$ cat config.mk
export PLATFORM = sky130hd
export DESIGN_NAME = nvd_clock_divider
export DESIGN_NICKNAME = d
export VERILOG_FILES = /design/src/verilog/nvd_pkg.sv /design/src/verilog/nvd_clock_divider.sv
export SDC_FILE = /design/constraint.sdc
export NUM_CORES = 1
export LEC_CHECK = 0
export BUFFER_PORTS_ARGS = -buffer_cell sky130_fd_sc_hd__buf_2
export CORE_AREA = 2 2 123 125
export DETAILED_ROUTE_END_ITERATION = 10
export DIE_AREA = 0 0 125 127
export MAX_ROUTING_LAYER = met4
export PLACE_DENSITY = 0.51
export SETUP_SLACK_MARGIN = 0.2
export SYNTH_ARGS = -nofsm -noshare
export SYNTH_HDL_FRONTEND = slang
export SYNTH_SLANG_ARGS = --single-unit
$ cat constraint.sdc
create_clock -name clk -period 7.4 [get_ports clk]
set_clock_uncertainty 0.15 [all_clocks]
set_input_delay 0.37 -clock clk [delete_from_list [all_inputs] [get_ports clk]]
set_output_delay 0.37 -clock clk [all_outputs]
set_load 0.005 [all_outputs]
$ cat src/verilog/nvd_pkg.sv
// Package of constants for the nonvolatile memory timing clock divider
`default_nettype none
package nvd_pkg;
    // Register byte offsets
    localparam logic [11:0] ADDR_CLOCK_RATIO = 12'h000;
    localparam logic [11:0] ADDR_PULSE_COUNT = 12'h004;
    // Field positions of the divider register
    localparam int LOADED_BIT = 7;
    localparam int PRESCALE_BIT = 6;
    localparam int RATIO_MSB = 5;
    // Values after reset
    localparam logic [5:0] RATIO_RESET = 6'h00;
    localparam logic PRESCALE_RESET = 1'b0;
    localparam logic [31:0] PULSE_COUNT_RESET = 32'h0000_0000;
    // Prescaler counts 0..7 for divide by 8
    localparam logic [2:0] PRESCALE_LAST = 3'h7;
    localparam logic [2:0] PRESCALE_RESET_CNT = 3'h0;
    localparam logic [5:0] DIV_RESET_CNT = 6'h00;
    // Operation lengths are counted in pulses; longest count width
    localparam int OP_PULSE_WIDTH = 16;
    localparam logic [15:0] OP_PULSE_RESET = 16'h0000;
    localparam logic [15:0] OP_PULSE_MIN = 16'h0001;
    // Sequencer states
    typedef enum logic [1:0] {
        ST_IDLE = 2'b00,
        ST_RUN = 2'b01,
        ST_DONE = 2'b10
    } nvd_state_t;
endpackage : nvd_pkg
`default_nettype wire

$ cat src/verilog/nvd_clock_divider.sv
// Nonvolatile memory timing clock divider with APB register slave
// Function
// - The loaded flag is clear after reset and set by the first divider write, any data.
// - Prescale and ratio bits take only the first write after reset; reads work always.
// - Program and erase are blocked while the loaded flag is zero, allowed once one.
// - Prescale bit zero feeds the bus clock to the ratio divider, one feeds it divided by 8.
// - The (prescaled) clock is divided by the ratio field plus one to make the timing clock.
// - Each timing pulse is one bus clock cycle wide, except that prescale zero with ratio zero holds it high every cycle.
// - Each operation is timed as a whole number of timing pulses.
`default_nettype none
module nvd_clock_divider
(
    // Clock and reset
    input wire logic clk,
    input wire logic rst,
    // APB slave
    input wire logic psel,
    input wire logic penable,
    input wire logic pwrite,
    input wire logic [11:0] paddr,
    input wire logic [31:0] pwdata,
    output logic [31:0] prdata,
    output logic pready,
    output logic pslverr,
    // Sequencer side
    input wire logic opStart,
    input wire logic [15:0] opPulses,
    output logic opAllowed,
    output logic opBusy,
    output logic opDone,
    output logic timingPulse
);

    // Register state
    logic loaded_r, loaded_nxt;
    logic prescale_r, prescale_nxt;
    logic [5:0] ratio_r, ratio_nxt;
    logic [31:0] prdata_r, prdata_nxt;
    logic pslverr_r, pslverr_nxt;
    logic pready_r, pready_nxt;
    logic [31:0] pulseCount_r, pulseCount_nxt;
    // Divider state
    logic [2:0] preCnt_r, preCnt_nxt;
    logic [5:0] divCnt_r, divCnt_nxt;
    logic pulse_r, pulse_nxt;
    // Sequencer state
    nvd_pkg::nvd_state_t state_r, state_nxt;
    logic [15:0] opLeft_r, opLeft_nxt;
    logic done_r, done_nxt;
    logic busy_r, busy_nxt;

    // Bus decode
    logic setupPhase;
    logic accessPhase;
    logic hitRatio;
    logic hitCount;
    logic ratioWrite;
    logic divTick;

    function automatic logic hitAddr(input logic [11:0] a, input logic [11:0] base);
        hitAddr = (a == base);
    endfunction : hitAddr

    // Answer in the first access cycle: pready high one cycle after setup
    assign setupPhase = psel && !penable;
    assign accessPhase = psel && penable && pready_r;
    assign hitRatio = hitAddr(paddr, nvd_pkg::ADDR_CLOCK_RATIO);
    assign hitCount = hitAddr(paddr, nvd_pkg::ADDR_PULSE_COUNT);
    assign ratioWrite = accessPhase && pwrite && hitRatio;

    always_comb
    begin
        prdata_nxt = 32'h0000_0000;
        pslverr_nxt = 1'b0;
        pready_nxt = setupPhase;
        if (setupPhase)
        begin
            if (hitRatio)
            begin
                prdata_nxt = {24'h00_0000, loaded_r, prescale_r, ratio_r};
            end
            else if (hitCount)
            begin
                prdata_nxt = pulseCount_r;
            end
            else
            begin
                pslverr_nxt = 1'b1;
            end
        end
        else if (!accessPhase)
        begin
            prdata_nxt = prdata_r;
        end
    end

    always_ff @(posedge clk or posedge rst)
    begin
        if (rst)
        begin
            prdata_r <= 32'h0000_0000;
            pslverr_r <= 1'b0;
            pready_r <= 1'b0;
        end
        else
        begin
            prdata_r <= prdata_nxt;
            pslverr_r <= pslverr_nxt;
            pready_r <= pready_nxt;
        end
    end

    // Write-once divider register
    always_comb
    begin
        loaded_nxt = loaded_r;
        prescale_nxt = prescale_r;
        ratio_nxt = ratio_r;
        if (ratioWrite)
        begin
            if (!loaded_r)
            begin
                prescale_nxt = pwdata[nvd_pkg::PRESCALE_BIT];
                ratio_nxt = pwdata[nvd_pkg::RATIO_MSB:0];
            end
            loaded_nxt = 1'b1;
        end
    end

    always_ff @(posedge clk or posedge rst)
    begin
        if (rst)
        begin
            loaded_r <= 1'b0;
            prescale_r <= nvd_pkg::PRESCALE_RESET;
            ratio_r <= nvd_pkg::RATIO_RESET;
        end
        else
        begin
            loaded_r <= loaded_nxt;
            prescale_r <= prescale_nxt;
            ratio_r <= ratio_nxt;
        end
    end

    // Prescaler, counts only while divide by 8 is selected
    always_comb
    begin
        preCnt_nxt = preCnt_r;
        if (!loaded_r)
        begin
            preCnt_nxt = nvd_pkg::PRESCALE_RESET_CNT;
        end
        else if (prescale_r)
        begin
            preCnt_nxt = preCnt_r + 3'h1;
        end
    end

    always_ff @(posedge clk or posedge rst)
    begin
        if (rst)
        begin
            preCnt_r <= nvd_pkg::PRESCALE_RESET_CNT;
        end
        else
        begin
            preCnt_r <= preCnt_nxt;
        end
    end

    // Ratio divider; input tick is every clock or every eighth
    assign divTick = !prescale_r || (preCnt_r == nvd_pkg::PRESCALE_LAST);

    always_comb
    begin
        divCnt_nxt = divCnt_r;
        pulse_nxt = 1'b0;
        if (!loaded_r)
        begin
            divCnt_nxt = nvd_pkg::DIV_RESET_CNT;
        end
        else if (divTick)
        begin
            if (divCnt_r >= ratio_r)
            begin
                divCnt_nxt = nvd_pkg::DIV_RESET_CNT;
                pulse_nxt = 1'b1;
            end
            else
            begin
                divCnt_nxt = divCnt_r + 6'h01;
            end
        end
    end

    always_ff @(posedge clk or posedge rst)
    begin
        if (rst)
        begin
            divCnt_r <= nvd_pkg::DIV_RESET_CNT;
            pulse_r <= 1'b0;
        end
        else
        begin
            divCnt_r <= divCnt_nxt;
            pulse_r <= pulse_nxt;
        end
    end

    // Pulse counter, read back at its own offset
    always_comb
    begin
        pulseCount_nxt = pulseCount_r;
        if (pulse_nxt)
        begin
            pulseCount_nxt = pulseCount_r + 32'h0000_0001;
        end
    end

    always_ff @(posedge clk or posedge rst)
    begin
        if (rst)
        begin
            pulseCount_r <= nvd_pkg::PULSE_COUNT_RESET;
        end
        else
        begin
            pulseCount_r <= pulseCount_nxt;
        end
    end

    // Operation timer counting whole pulses
    always_comb
    begin
        state_nxt = state_r;
        opLeft_nxt = opLeft_r;
        done_nxt = 1'b0;
        busy_nxt = busy_r;
        case (state_r)
            nvd_pkg::ST_IDLE:
            begin
                if (opStart && loaded_r)
                begin
                    // Zero length runs as a single pulse
                    if (opPulses == nvd_pkg::OP_PULSE_RESET)
                    begin
                        opLeft_nxt = nvd_pkg::OP_PULSE_MIN;
                    end
                    else
                    begin
                        opLeft_nxt = opPulses;
                    end
                    state_nxt = nvd_pkg::ST_RUN;
                    busy_nxt = 1'b1;
                end
            end
            nvd_pkg::ST_RUN:
            begin
                if (pulse_r)
                begin
                    opLeft_nxt = opLeft_r - 16'h0001;
                    if (opLeft_r == nvd_pkg::OP_PULSE_MIN)
                    begin
                        state_nxt = nvd_pkg::ST_DONE;
                        busy_nxt = 1'b0;
                    end
                end
            end
            nvd_pkg::ST_DONE:
            begin
                done_nxt = 1'b1;
                state_nxt = nvd_pkg::ST_IDLE;
            end
            default:
            begin
                state_nxt = nvd_pkg::ST_IDLE;
                busy_nxt = 1'b0;
            end
        endcase
    end

    always_ff @(posedge clk or posedge rst)
    begin
        if (rst)
        begin
            state_r <= nvd_pkg::ST_IDLE;
            opLeft_r <= nvd_pkg::OP_PULSE_RESET;
            done_r <= 1'b0;
            busy_r <= 1'b0;
        end
        else
        begin
            state_r <= state_nxt;
            opLeft_r <= opLeft_nxt;
            done_r <= done_nxt;
            busy_r <= busy_nxt;
        end
    end

    // Outputs straight from flip-flops
    assign prdata = prdata_r;
    assign pready = pready_r;
    assign pslverr = pslverr_r;
    assign opAllowed = loaded_r;
    assign opBusy = busy_r;
    assign opDone = done_r;
    assign timingPulse = pulse_r;

endmodule : nvd_clock_divider
`default_nettype wire

==> results.cfg <==
[run_status]
status = finished clean

[placed_design]
port_buffers = 78
pre_cts_ws_ns = 4.80
place_congestion = 0.808
post-dp-hpwl_um = 8170
place_inst = 718

[pwr]
intPower_mw = 0.943
powerDensity_mw_per_mm2 = 219
combPwrFrac_pct = 11.7
leakagePower_nw = 2.92
total_power_mw = 1.28
peakVddDrop_mv = 0.109
power_frac_seq_pct = 50.4
switching_share_pct = 26.3
p_clk_share_pct = 37.9
p_sw_mw = 0.336

[routing]
vias = 3897
ant_nets = 0
first_pass_iters = 4
wl_per_cell_um = 15.8
drt-initial-drc-count = 224
wl_um = 11600
drc = 0
vias_per_cell = 5.30

[floorplanning]
die_h_um = 127
dieArea_mm2 = 0.0159
start_util_pct = 34.5
rows = 44
core_area_mm2 = 0.0144
ioPinCount = 104
die-width_um = 125

[yosys]
yosys.area.top_type = dfrtp_1
synth_top_area_share_pct = 52.4
synth_compound_area_share_pct = 13.3
synth_edf_count = 0
synth.yosys.seq_area_share_pct = 52.4
synth.area.top_cells = dfrtp_1 52%, xor2_1 5.3%, a22o_1 4.4%, ha_1 3.0%, nor3_1 2.8%
synth_nets = 556
netlist_area_mm2 = 0.00497
yosys-mux-area-fraction_pct = 3.83
synth-simple-area-share_pct = 18.5
yosysUniqueCellTypes = 51
ys_warn_count = 0
syn_area_per_cell_um2 = 10.4
yosysMostFrequentCell = dfrtp_1
dominantRegCellSynth = dfrtp_1
async_flop_share_pct = 100
synth_fa_ha_area_share_pct = 3.02
synth_top_cells_by_count = 104 x dfrtp_1, 37 x nand2_1, 30 x xor2_1
synthXorXnorAreaFrac_pct = 5.64
syn-instance-count = 478
ys_seq_elements = 104
synth_top_family_by_area = simple AND/OR/NAND/NOR gates

[final_layout]
syn2layout_area_growth_pct = 17.5
layout.cells.non_filler = 735
final_layout_size_suffix_gt1_share_pct = 21.4
antenna_cells = 0
layout.nets = 624

[worst_setup_path]
crit_required_ns = 7.49
cp_max_fo = 39
crit_type = register to register
crit_path_end_kind = register
reg2reg_slack_ns = 4.81
r2r-start = divCnt_r[0]
endpoint = pulseCount_r[1]
r2r_end = pulseCount_r[1]
cp.arrival_ns = 2.68
r2r_cells = 7
startpoint = divCnt_r[0]
start_kind = register

[global_routing]
first_global_vias = 3751
gr-total-overflow = 0
grt_pass1_wl_um = 19300
grt_util_met2_pct = 23.7
grt.met3_usage_pct = 3.81
grtUsageMet1_pct = 20.6
antenna_found_initial = 0
track_usage_pct = 15.4
grt_max_degree = 71
grt.busiest_layer = met2

[sta]
holdWs_ns = 0.0675
setup_viol = 0
slew_headroom_pct = 32.4
tns_ns = 0
min_period_ns = 2.59
finalHoldViolCount = 0
slew_viol_final = 0
grt_setup_unrepaired = no
setup_slack_ns = 4.81
max_freq_ghz = 0.387
period_share_pct = 34.9
worst_pin_slew_ns = 1.01

[cts]
clk_pin_slew_ns = 0.07
clk_latency_ns = 0.35
cts-hold-fix-buffers = 1
cts_num_sinks = 104
numCtsBuffers = 9
cts_root_buf = clkbuf_16
h-tree-depth = 3
cts-resized-gates = 0
clk_path_buf_depth = 2
post_cts.repair.setup_buffers = 0
cts_tree = built

[min_path]
hold_path.class = input port to register

[run]
drv_cap = 0
[state kept, by name, summed over array words and instances, names as in the netlist]
| register | count |
|---|---|
| pready | 1 |
| opAllowed | 1 |
| timingPulse | 1 |
| prdata | 32 |
| pslverr | 1 |
| state_r | 2 |
| preCnt_r | 3 |
| divCnt_r | 6 |
| opLeft_r | 16 |
| opDone | 1 |
| ratio_r | 6 |
| pulseCount_r | 32 |
| opBusy | 1 |
| prescale_r | 1 |
[layer usage]
metal | vias up | wire, um | part of all wire (%)
li1 | 1870 | - | -
met4 | 0 | 139 | 1.2
met2 | 81 | 5430 | 47
met5 | - | 0 | 0
met3 | 9 | 520 | 4.5
met1 | 1937 | 5530 | 48
[power by group through the flow]
stage | combinational [mW] | sequential, mW | clock, mW
floorplan | 0.113 | 0.644 | 0
global placement | 0.145 | 0.652 | 0
detailed placement | 0.152 | 0.653 | 0
CTS | 0.152 | 0.643 | 0.502
global route | 0.175 | 0.650 | 0.523
finish | 0.150 | 0.644 | 0.484
[final cells by class]
class,instances,area (um2)
Multi-Input combinational cell,331,2210
Clock buffer,12,246
Tap cell,184,230
Sequential cell,104,2600
Inverter,16,62.6
Clock inverter,4,52.6
Fill cell,1438,8580
Timing Repair Buffer,84,438
[logic make-up after synthesis]
logic type	after synthesis
fa+ha+maj	12
buf+inv	43
mux	18
compound gates	98
flops	104
xor+xnor	32
simple gates	171
[critical path: stages (launching register included)]
cell,delay (ns)
dfrtp_1,0.42
inv_1,0.07
ha_1,0.26
nand2b_1,0.14
a21oi_1,0.16
o221a_2,0.74
nor2_1,0.21
mux2_2,0.32
[worst min-delay path by stage]
stage / from / to / slack, ns / depth (start not counted)
final: penable / pready / 0.07 / 2
after global routing: penable / pready / 0.05 / 2
after CTS: penable / pready / 0.05 / 2
after detailed placement: rst / opDone / 0.28 / 2
after global placement: rst / opLeft_r[12] / 0.27 / 2
after floorplan: pulseCount_r[31] / pulseCount_r[31] / 0.29 / 1
[metrics by stage]
stage	instance area, um2	util, %
global placement	5530	38.3
detailed placement	5530	38.3
CTS	5840	40.5
floorplan	4970	-
finish	5840	40.5
global route	5840	40.5
[cells in the final DEF, fill, tap and decap left out, types with 3 or more instances in the layout]
cell type,n
mux2_2,8
o22ai_1,3
nand3_1,19
a22oi_1,3
nor4_1,12
buf_4,5
or3_1,5
nand4_1,12
nor3_1,28
inv_1,15
nor2_1,25
xor2_1,30
mux2i_1,10
nor4b_1,3
nand2_1,37
buf_2,78
o21ai_0,26
clkbuf_16,9
o2bb2ai_1,4
a21oi_1,22
dfrtp_1,104
nor3b_1,3
nand2b_1,3
nor2b_1,5
ha_1,12
and2_1,3
a22o_1,25
Note: power is estimated with default switching activity, not from simulation.
